## src/shared/pmd_pkg.sv

```systemverilog
// Purpose : Shared constants for the PMU mode, sense and clamp decode block
// Assumes : APB slave with 32-bit data, one aligned word per register
// Notes   : Offsets are byte addresses
package pmd_pkg;

	// ********************************************************************
	// Register offsets
	// ********************************************************************
	localparam logic [7:0] PMD_OFS_CTRL0   = 8'h00;
	localparam logic [7:0] PMD_OFS_CTRL1   = 8'h04;
	localparam logic [7:0] PMD_OFS_SHARED  = 8'h08;
	localparam logic [7:0] PMD_OFS_STATUS  = 8'h0C;
	localparam logic [7:0] PMD_OFS_IRQ_ST  = 8'h10;
	localparam logic [7:0] PMD_OFS_IRQ_EN  = 8'h14;
	localparam logic [7:0] PMD_OFS_IRQ_CLR = 8'h18;

	// ********************************************************************
	// Per-channel control field layout
	// ********************************************************************
	localparam int PMD_B_FORCE_EN   = 0;
	localparam int PMD_B_FORCE_MODE_SEL      = 1;
	localparam int PMD_B_MEASURE_MODE_SEL      = 2;
	localparam int PMD_B_SENSE      = 3;
	localparam int PMD_B_CLAMP      = 4;
	localparam int PMD_B_MEASURE_OUTPUT_EN    = 5;
	localparam int PMD_B_CMP_EN     = 6;
	localparam int PMD_B_RANGE_LO   = 7;
	localparam int PMD_CTRL_W       = 10;
	localparam logic [9:0] PMD_CTRL_RST = 10'h000;

	// Shared switch bits
	localparam int PMD_B_EXT_FORCE  = 0;
	localparam int PMD_B_EXT_SENSE  = 1;
	localparam logic [1:0] PMD_SHARED_RST = 2'h0;

	// Status word per channel (8 bits each)
	localparam int PMD_STAT_W       = 8;
	localparam int PMD_NCH          = 2;

	// ********************************************************************
	// Current ranges, one-hot, and sense path codes
	// ********************************************************************
	typedef enum logic [4:0] {
		PMD_RANGE_A = 5'h01,
		PMD_RANGE_B = 5'h02,
		PMD_RANGE_C = 5'h04,
		PMD_RANGE_D = 5'h08,
		PMD_RANGE_E = 5'h10
	} pmd_range_e;

	typedef enum logic [2:0] {
		PMD_SENSE_INT = 3'h1,
		PMD_SENSE_EXT = 3'h2,
		PMD_SENSE_GND = 3'h4
	} pmd_sense_e;

	localparam logic [2:0] PMD_RS_E = 3'h0;
	localparam logic [2:0] PMD_RS_D = 3'h1;
	localparam logic [2:0] PMD_RS_C = 3'h2;
	localparam logic [2:0] PMD_RS_B = 3'h3;

endpackage

```

## src/hw/pmd_chan_decode.sv

```systemverilog
// Purpose : Combinational mode, sense, clamp and range decode, one channel
// Assumes : Control bits come from registers, pins synchronous to the clock
// Notes   : No state; the parent registers the outputs
`timescale 1ns/1ps
module pmd_chan_decode
	import pmd_pkg::*;
(
	// Control word and logic inputs
	input  wire logic [9:0] ctrl_i,
	input  wire logic       low_leak_pin_n_i,
	input  wire logic       measure_output_out_enable_pin_i,
	// Decoded controls
	output logic            force_active_o,
	output logic            force_current_o,
	output logic            measure_output_current_o,
	output logic [2:0]      sense_o,
	output logic            measure_output_drive_o,
	output logic            vclamp_on_o,
	output logic            iclamp_on_o,
	output logic            win_on_current_o,
	output logic            win_on_ext_o,
	output logic            flags_drive_o,
	output logic [4:0]      range_o
);
	import pmd_pkg::*;

	// ********************************************************************
	// Named control bits
	// ********************************************************************
	wire       force_out_enable_bit = ctrl_i[PMD_B_FORCE_EN];
	wire       force_mode_sel       = ctrl_i[PMD_B_FORCE_MODE_SEL];
	wire       measure_mode_sel     = ctrl_i[PMD_B_MEASURE_MODE_SEL];
	wire       sense_path_sel       = ctrl_i[PMD_B_SENSE];
	wire       clamp_enable_bit     = ctrl_i[PMD_B_CLAMP];
	wire       measure_output_out_enable_bit  = ctrl_i[PMD_B_MEASURE_OUTPUT_EN];
	wire [2:0] current_range_sel    = ctrl_i[PMD_B_RANGE_LO +: 3];

	// ********************************************************************
	// Force and measure selection
	// ********************************************************************
	// Both controls are ANDed: pin low, or force bit low with mode 1, parks the output in low leakage
	assign force_active_o = force_out_enable_bit & low_leak_pin_n_i;
	// Force bit low with mode 0 is the FV calibration mode: still driving
	wire   fv_cal         = low_leak_pin_n_i & ~force_out_enable_bit
	                        & ~force_mode_sel;
	wire   forcing        = force_active_o | fv_cal;
	assign force_current_o = force_active_o & force_mode_sel;
	assign measure_output_current_o  = forcing & measure_mode_sel;
	// Force-nothing with measure bit 0 grounds the sense amp
	wire   sense_gnd      = ~forcing & ~measure_mode_sel;
	assign sense_o = sense_gnd      ? PMD_SENSE_GND :
	                 sense_path_sel ? PMD_SENSE_EXT : PMD_SENSE_INT;

	// Measure output drives only with bit and pin both high
	assign measure_output_drive_o = measure_output_out_enable_bit & measure_output_out_enable_pin_i;

	// ********************************************************************
	// Clamps and window comparator
	// ********************************************************************
	// Voltage clamps sense the pin itself, so no sense path term here
	assign vclamp_on_o = clamp_enable_bit & force_current_o;
	assign iclamp_on_o = clamp_enable_bit & forcing
	                     & ~force_current_o;
	assign win_on_current_o = measure_output_current_o;
	assign win_on_ext_o     = ~measure_output_current_o & ~sense_gnd
	                          & sense_path_sel;
	assign flags_drive_o    = ctrl_i[PMD_B_CMP_EN];

	// ********************************************************************
	// Current range; range A is refused while the output is high-Z
	// ********************************************************************
	assign range_o =
		(current_range_sel == PMD_RS_E) ? PMD_RANGE_E :
		(current_range_sel == PMD_RS_D) ? PMD_RANGE_D :
		(current_range_sel == PMD_RS_C) ? PMD_RANGE_C :
		(current_range_sel == PMD_RS_B) ? PMD_RANGE_B :
		force_active_o ? PMD_RANGE_A : PMD_RANGE_B;

endmodule

```

## src/hw/pmd_apb_slave.sv

```systemverilog
// Purpose : APB register file for the PMU decode block
// Assumes : Zero-wait APB, pready always high during access
// Notes   : Unmapped reads return zero with pslverr high
`timescale 1ns/1ps
module pmd_apb_slave
	import pmd_pkg::*;
(
	// Clock and reset
	input  wire logic        mclk_i,
	input  wire logic        sys_rst_i,
	// APB
	input  wire logic        psel_i,
	input  wire logic        penable_i,
	input  wire logic        pwrite_i,
	input  wire logic [7:0]  paddr_i,
	input  wire logic [31:0] pwdata_i,
	output logic      [31:0] prdata_o,
	output logic             pready_o,
	output logic             pslverr_o,
	// Register contents and status
	input  wire logic [15:0] status_i,
	input  wire logic [1:0]  irq_event_i,
	output logic      [9:0]  ctrl0_o,
	output logic      [9:0]  ctrl1_o,
	output logic      [1:0]  shared_o,
	output logic             irq_o
);
	import pmd_pkg::*;

	logic [1:0]  irq_st;
	logic [1:0]  irq_en;

	// ********************************************************************
	// Decode
	// ********************************************************************
	wire access  = psel_i & penable_i;
	wire wr      = access & pwrite_i;
	wire hit_c0  = paddr_i == PMD_OFS_CTRL0;
	wire hit_c1  = paddr_i == PMD_OFS_CTRL1;
	wire hit_sh  = paddr_i == PMD_OFS_SHARED;
	wire hit_st  = paddr_i == PMD_OFS_STATUS;
	wire hit_is  = paddr_i == PMD_OFS_IRQ_ST;
	wire hit_ie  = paddr_i == PMD_OFS_IRQ_EN;
	wire hit_ic  = paddr_i == PMD_OFS_IRQ_CLR;
	wire mapped  = hit_c0 | hit_c1 | hit_sh | hit_st | hit_is | hit_ie
	               | hit_ic;
	wire [1:0] clr = (wr & hit_ic) ? pwdata_i[1:0] : 2'h0;
	wire [31:0] rdata =
		hit_c0 ? {22'h0, ctrl0_o} :
		hit_c1 ? {22'h0, ctrl1_o} :
		hit_sh ? {30'h0, shared_o} :
		hit_st ? {16'h0, status_i} :
		hit_is ? {30'h0, irq_st} :
		hit_ie ? {30'h0, irq_en} : 32'h0;

	// Control words commit only on a completed write; power-up disables
	always_ff @(posedge mclk_i) begin
		if (sys_rst_i) begin
			ctrl0_o  <= PMD_CTRL_RST;
			ctrl1_o  <= PMD_CTRL_RST;
			shared_o <= PMD_SHARED_RST;
			irq_en   <= 2'h0;
		end else if (wr) begin
			if (hit_c0) ctrl0_o <= pwdata_i[9:0];
			if (hit_c1) ctrl1_o <= pwdata_i[9:0];
			if (hit_sh) shared_o <= pwdata_i[1:0];
			if (hit_ie) irq_en <= pwdata_i[1:0];
		end
	end

	// Sticky events; a set in the clear cycle wins
	always_ff @(posedge mclk_i) begin
		if (sys_rst_i) begin
			irq_st <= 2'h0;
			irq_o  <= 1'b0;
		end else begin
			irq_st <= (irq_st & ~clr) | irq_event_i;
			irq_o  <= |(((irq_st & ~clr) | irq_event_i) & irq_en);
		end
	end

	// Read data and answer
	always_ff @(posedge mclk_i) begin
		if (sys_rst_i) begin
			prdata_o  <= 32'h0;
			pslverr_o <= 1'b0;
		end else if (psel_i & ~penable_i) begin
			prdata_o  <= rdata;
			pslverr_o <= ~mapped;
		end
	end

	assign pready_o = 1'b1;

endmodule

```

## src/hw/pmd_top.sv

```systemverilog
// Purpose : Two-channel PMU mode, sense, clamp and range decode with APB
// Assumes : 20 MHz mclk_i, all pins synchronous to it
// Notes   : Every output but pready_o is registered, one cycle behind its cause
//
// Functional notes
// - Both force enables high forces per the mode bits, sense bit 0 internal, 1 external.
// - Force disabled by the force bit with mode 1 or by the pin is high-Z; measure bit picks none with ground or voltage.
// - The force output is low leakage whenever the leakage pin is low, or the force bit is low with mode 1.
// - Force enable and measure output enable bits reset to 0.
// - The measure output drives only when its bit and its pin are both 1.
// - The clamp bit enables voltage and current clamps together.
// - Voltage clamps act only in force-current mode with clamps enabled, from the pin voltage.
// - Current clamps act only in force-voltage mode with clamps enabled.
// - The measure bit picks voltage or current for the window comparator.
// - When voltage is monitored, the sense bit picks external input or pin.
// - Force and measure selections are independent and give six modes.
// - Shared external force and sense switches follow their own bits.
// - Range codes map to E, D, C, B, and a leading 1 to A while force is active, else B.
// - One enable bit floats both window flags when 0, else they report.
//
// Added by the designer: the address map and register access over APB.
`timescale 1ns/1ps
module pmd_top
	import pmd_pkg::*;
(
	// Clock and reset
	input  wire logic        mclk_i,
	input  wire logic        sys_rst_i,
	// APB
	input  wire logic        psel_i,
	input  wire logic        penable_i,
	input  wire logic        pwrite_i,
	input  wire logic [7:0]  paddr_i,
	input  wire logic [31:0] pwdata_i,
	output logic      [31:0] prdata_o,
	output logic             pready_o,
	output logic             pslverr_o,
	output logic             irq_o,
	// Per-channel logic inputs
	input  wire logic [1:0]  low_leak_pin_n_i,
	input  wire logic [1:0]  measure_output_out_enable_pin_i,
	input  wire logic [1:0]  win_above_i,
	input  wire logic [1:0]  win_below_i,
	// Per-channel decoded controls
	output logic      [1:0]  force_active_o,
	output logic      [1:0]  force_current_o,
	output logic      [1:0]  measure_output_current_o,
	output logic      [5:0]  sense_o,
	output logic      [1:0]  measure_output_drive_o,
	output logic      [1:0]  vclamp_on_o,
	output logic      [1:0]  iclamp_on_o,
	output logic      [1:0]  win_on_current_o,
	output logic      [1:0]  win_on_ext_o,
	output logic      [9:0]  range_o,
	// Window flags, open drain
	output logic      [1:0]  flag_hi_o,
	output logic      [1:0]  flag_hi_oe_o,
	output logic      [1:0]  flag_lo_o,
	output logic      [1:0]  flag_lo_oe_o,
	// Shared switches
	output logic             ext_force_switch_o,
	output logic             ext_sense_switch_o
);
	import pmd_pkg::*;

	logic [9:0]  ctrl   [PMD_NCH];
	logic [1:0]  shared;
	logic [15:0] status;
	logic [1:0]  ev_out;
	logic [1:0]  fa_c, fc_c, mc_c, md_c, vc_c, ic_c, wc_c, we_c, fd_c;
	logic [5:0]  se_c;
	logic [9:0]  rg_c;
	logic [1:0]  fa_q;

	// ********************************************************************
	// Register file
	// ********************************************************************
	pmd_apb_slave u_regs (
		.mclk_i      (mclk_i),
		.sys_rst_i   (sys_rst_i),
		.psel_i      (psel_i),
		.penable_i   (penable_i),
		.pwrite_i    (pwrite_i),
		.paddr_i     (paddr_i),
		.pwdata_i    (pwdata_i),
		.prdata_o    (prdata_o),
		.pready_o    (pready_o),
		.pslverr_o   (pslverr_o),
		.status_i    (status),
		.irq_event_i (ev_out),
		.ctrl0_o     (ctrl[0]),
		.ctrl1_o     (ctrl[1]),
		.shared_o    (shared),
		.irq_o       (irq_o)
	);

	// ********************************************************************
	// Per-channel decode
	// ********************************************************************
	genvar ch;
	generate
		for (ch = 0; ch < PMD_NCH; ch++) begin : g_ch
			pmd_chan_decode u_dec (
				.ctrl_i                (ctrl[ch]),
				.low_leak_pin_n_i      (low_leak_pin_n_i[ch]),
				.measure_output_out_enable_pin_i (measure_output_out_enable_pin_i[ch]),
				.force_active_o        (fa_c[ch]),
				.force_current_o       (fc_c[ch]),
				.measure_output_current_o        (mc_c[ch]),
				.sense_o               (se_c[3*ch +: 3]),
				.measure_output_drive_o          (md_c[ch]),
				.vclamp_on_o           (vc_c[ch]),
				.iclamp_on_o           (ic_c[ch]),
				.win_on_current_o      (wc_c[ch]),
				.win_on_ext_o          (we_c[ch]),
				.flags_drive_o         (fd_c[ch]),
				.range_o               (rg_c[5*ch +: 5])
			);
			// Status: low 8 bits channel 0, next 8 channel 1
			assign status[PMD_STAT_W*ch +: PMD_STAT_W] =
				{win_below_i[ch], win_above_i[ch], fd_c[ch], md_c[ch],
				 mc_c[ch], fc_c[ch], 1'b0, fa_c[ch]};
		end
	endgenerate

	// Event: force output dropped out of its active state
	assign ev_out = fa_q & ~fa_c;

	// ********************************************************************
	// Output registers; one cycle of latency from any cause
	// ********************************************************************
	always_ff @(posedge mclk_i) begin
		if (sys_rst_i) begin
			fa_q               <= 2'h0;
			force_active_o     <= 2'h0;
			force_current_o    <= 2'h0;
			measure_output_current_o     <= 2'h0;
			sense_o            <= 6'h0;
			measure_output_drive_o       <= 2'h0;
			vclamp_on_o        <= 2'h0;
			iclamp_on_o        <= 2'h0;
			win_on_current_o   <= 2'h0;
			win_on_ext_o       <= 2'h0;
			range_o            <= 10'h0;
			ext_force_switch_o <= 1'b0;
			ext_sense_switch_o <= 1'b0;
		end else begin
			fa_q               <= fa_c;
			force_active_o     <= fa_c;
			force_current_o    <= fc_c;
			measure_output_current_o     <= mc_c;
			sense_o            <= se_c;
			measure_output_drive_o       <= md_c;
			vclamp_on_o        <= vc_c;
			iclamp_on_o        <= ic_c;
			win_on_current_o   <= wc_c;
			win_on_ext_o       <= we_c;
			range_o            <= rg_c;
			ext_force_switch_o <= shared[PMD_B_EXT_FORCE];
			ext_sense_switch_o <= shared[PMD_B_EXT_SENSE];
		end
	end

	// Flags are open drain: pulled low only, released when disabled
	always_ff @(posedge mclk_i) begin
		if (sys_rst_i) begin
			flag_hi_o    <= 2'h0;
			flag_lo_o    <= 2'h0;
			flag_hi_oe_o <= 2'h0;
			flag_lo_oe_o <= 2'h0;
		end else begin
			flag_hi_o    <= 2'h0;
			flag_lo_o    <= 2'h0;
			flag_hi_oe_o <= fd_c & win_above_i;
			flag_lo_oe_o <= fd_c & win_below_i;
		end
	end

endmodule

```

## config.mk

```make
export PLATFORM = sky130hd
export DESIGN_NAME = pmd_top
export DESIGN_NICKNAME = d
export VERILOG_FILES = /design/src/shared/pmd_pkg.sv /design/src/hw/pmd_chan_decode.sv /design/src/hw/pmd_apb_slave.sv /design/src/hw/pmd_top.sv
export SDC_FILE = /design/constraint.sdc
export NUM_CORES = 1
export LEC_CHECK = 0
export ABC_CLOCK_PERIOD_IN_PS = 2500
export BUFFER_PORTS_ARGS = -buffer_cell sky130_fd_sc_hd__buf_2
export CAP_MARGIN = 20
export CORE_UTILIZATION = 50
export CTS_BUF_LIST = sky130_fd_sc_hd__clkbuf_2 sky130_fd_sc_hd__clkbuf_4 sky130_fd_sc_hd__clkbuf_8
export DETAILED_ROUTE_END_ITERATION = 10
export MAX_ROUTING_LAYER = met4
export PLACE_DENSITY_LB_ADDON = 0.2
export SKIP_CTS_REPAIR_TIMING = 1
export SLEW_MARGIN = 20
export SYNTH_ARGS = -nofsm -noshare
export SYNTH_HDL_FRONTEND = slang
export SYNTH_SLANG_ARGS = --single-unit
```

## constraint.sdc

```tcl
create_clock -name mclk_i -period 2.5 [get_ports mclk_i]
set_clock_uncertainty 0.05 [all_clocks]
set_input_delay 0.5 -clock mclk_i [delete_from_list [all_inputs] [get_ports mclk_i]]
set_output_delay 0.5 -clock mclk_i [all_outputs]
set_load 0.02 [all_outputs]
```

==> out/results.tsv <==
metric	value	unit
drtIter0Drc	96	
finalHoldViolCount	0	
fillCellCount	592	
setup-violations-final	0	
post-route-util	61.16	%
cp.arrival	2.08	ns
path_clk_slew	0.09	ns
critPathKind	in2reg	
vias_per_cell	5.121	
cts_buffer_depth	2	
cp_cell_sequence	buf_2, or4_4, nor4b_4, buf_4, mux2i_1, nor2_1	
numClockSinks	80	
synthArstFlopShare	0	%
hpwl	5069	um
ant_nets	0	
end_kind	flip-flop	
yosysMostFrequentCell	dfxtp_1	
root_buffer	clkbuf_8	
grt_max_degree	34	
synthCells	347	
crit_required	2.69	ns
core_area	6314	um^2
power_frac_clock	39.9	%
placed_area	3659	um^2
p_sw	0.0005970	W
first_global_vias	2273	
cpMaxStageDelayCell	or4_4	
leakage	1.703	nW
synth_top_area_cell	dfxtp_1	
routed_wl	7127	um
multi_input_area	1433	um^2
synthTopCellsByArea	dfxtp_1 49%, mux2i_1 8.3%, buf_4 5.5%, nor2_1 5.5%, nand2_1 2.9%	
fin_area	3861	um^2
vdd_ir_drop_max	0.3835	mV
ys_ff_latch	80	
seq_area	1602	um^2
report.final.slew_viol_count	0	
ys.flop_type	dfxtp_1	
hold_path.class	in2reg	
syn2layout_area_growth	18.42	%
dr_total_vias	2617	
crit_path_start_kind	primary input	
cts_tree	built	
powerDensity	619.4	nW/um^2
fp.dieW	82.76	um
synth_cell_types	42	
rsz0062_at_grt	false	
combPwrFrac	6.6	%
p_sw_share	24.96	%
gr-total-overflow	0	
intPower	0.001795	W
maxCapViolations	0	
grt_usage	22.29	%
synth_edf_count	0	
start_util	51.64	%
dieArea	6848	um^2
drive_gt1_share	26.73	%
nets	486	
synth_top_area_share	49.12	%
rrSetupSlack	1.07	ns
wire_per_inst	13.95	um
fin_setup_tns	0	ns
synth_area_per_cell	9.397	um^2
port_buffers	86	
period_needed	1.895	ns
crit_family	simple AND/OR/NAND/NOR gates	
routabilityCongestion	0.8300	
outcome	finished, final reports clean	
cts_buffers	9	
row_count	29	
power.share.sequential	53.6	%
synth_common_cells	80 x dfxtp_1, 48 x nor2_1, 27 x mux2i_1	
path_max_fanout	10	
h-tree-depth	3	
crit_path_max_incr_delay	0.62	ns
yosys_warnings	0	
first_pass_iters	4	
drc	0	
yosysSeqAreaShare	49.12	%
min_period_over_period	75.81	%
syn_area	3261	um^2
antenna_found_initial	0	
grt_pass1_wl	10830	um
die_h	82.76	um
clk_latency	0.35	ns
worst-path-buf-inv	2	
pin_count	130	
num_antenna_cells	0	
fmax	527.7	MHz
## worst register-to-register path, cell delays in order, from the launching register on
cell and delay [ns]:
dfxtp_1 0.38, nand2_1 0.22, a2111oi_0 0.48, o211ai_1 0.17, nand2_1 0.08
## state kept, by name, summed over array words and instances, names as in the netlist, 2 cells and up
register                cells
sense_o                     6
u_regs.ctrl1_o             10
u_regs.ctrl0_o             10
flag_lo_oe_o                2
u_regs.prdata_o            16
flag_hi_oe_o                2
fa_q                        2
u_regs.irq_en               2
vclamp_on_o                 2
u_regs.irq_st               2
force_current_o             2
win_on_current_o            2
win_on_ext_o                2
measure_output_drive_o      2
range_o                    10
u_regs.shared_o             2
iclamp_on_o                 2
## area by class of cell
cell class	instances	area share, %
inverters	10	0.9721
flip-flops and latches	80	41.48
multi-input cells	234	37.10
well taps	77	2.495
clock buffers	9	3.208
repair buffers	94	12.70
clock inverters	7	2.041
## kinds of logic after synthesis
logic type | Yosys count | synth area share (%)
buffers and inverters | 52 | 9.286
multiplexers | 27 | 8.289
AND/OR/NAND/NOR | 135 | 21.99
adder cells (fa/ha/maj) | 4 | 1.535
flip-flops | 80 | 49.12
AO/OA/AOI/OAI | 47 | 9.555
other | 2 | 0.2303
## metrics by stage
stage	setup WS (ns)	cells	power, W	hold slack [ns]
finish	0.6048	511	0.002392	0.3361
global route	0.5346	511	0.002477	0.3507
CTS	0.6264	511	0.002406	0.3296
detailed placement	0.2465	495	0.001467	0.3901
global placement	0.2791	495	0.001467	0.3879
floorplan	0.4993	366	0.001432	0.3720
## cells in the final DEF, fill, tap and decap left out, types with 2 or more instances in the layout
cell / Yosys / layout
nor2b_1: 8 / 8
and2_1: 5 / 5
nor3b_1: 4 / 4
nand2_1: 25 / 25
a32oi_1: 3 / 3
nor3_1: 11 / 10
and3b_1: 3 / 3
ha_1: 4 / 4
dfxtp_1: 80 / 80
a21oi_1: 12 / 12
nor4bb_1: 2 / 2
clkbuf_8: 0 / 9
o211ai_1: 2 / 2
inv_1: 10 / 10
nor4b_1: 4 / 4
o21a_1: 2 / 2
o21ai_0: 6 / 6
a31oi_1: 5 / 5
mux2i_1: 27 / 27
conb_1: 2 / 21
o31ai_1: 7 / 7
nand3_1: 5 / 5
inv_6: 0 / 2
nand4_1: 3 / 3
nor2_1: 48 / 48
a22o_1: 2 / 2
buf_4: 24 / 8
a211o_1: 2 / 2
clkinvlp_4: 0 / 3
nor4b_4: 2 / 2
a22oi_1: 4 / 4
nor4_1: 5 / 5
buf_2: 2 / 86
or3_1: 2 / 2
nand2b_1: 3 / 3
## worst paths after layout
path,start,to,cells past startpoint
setup / recovery,paddr_i[5],u_regs.ctrl0_o[6]$_SDFFE_PP0P_,6
hold / removal,win_above_i[1],u_regs.prdata_o[14]$_SDFFE_PP0P_,3
setup reg to reg,u_regs.ctrl0_o[0]$_SDFFE_PP0P_,u_regs.prdata_o[0]$_SDFFE_PP0P_,4
hold reg to reg,u_regs.prdata_o[3]$_SDFFE_PP0P_,u_regs.prdata_o[3]$_SDFFE_PP0P_,2
## metal layers
layer	global-route usage (%)	up-vias	routed length, um
li1	-	1316	-
met1	29.36	1201	3323
met2	33.44	90	3293
met3	3.407	10	389
met4	10.52	0	120
met5	-	-	0
## power by group through the flow
stage | Combinational, W | Sequential [W] | Clock (W)
after floorplan | 0.000112 | 0.00132 | 0
after global placement | 0.000155 | 0.00131 | 0
after detailed placement | 0.000156 | 0.00131 | 0
after CTS | 0.000156 | 0.00128 | 0.000968
after global routing | 0.000172 | 0.00128 | 0.00102
final | 0.000157 | 0.00128 | 0.000954
(Power assumes the default switching activity.)
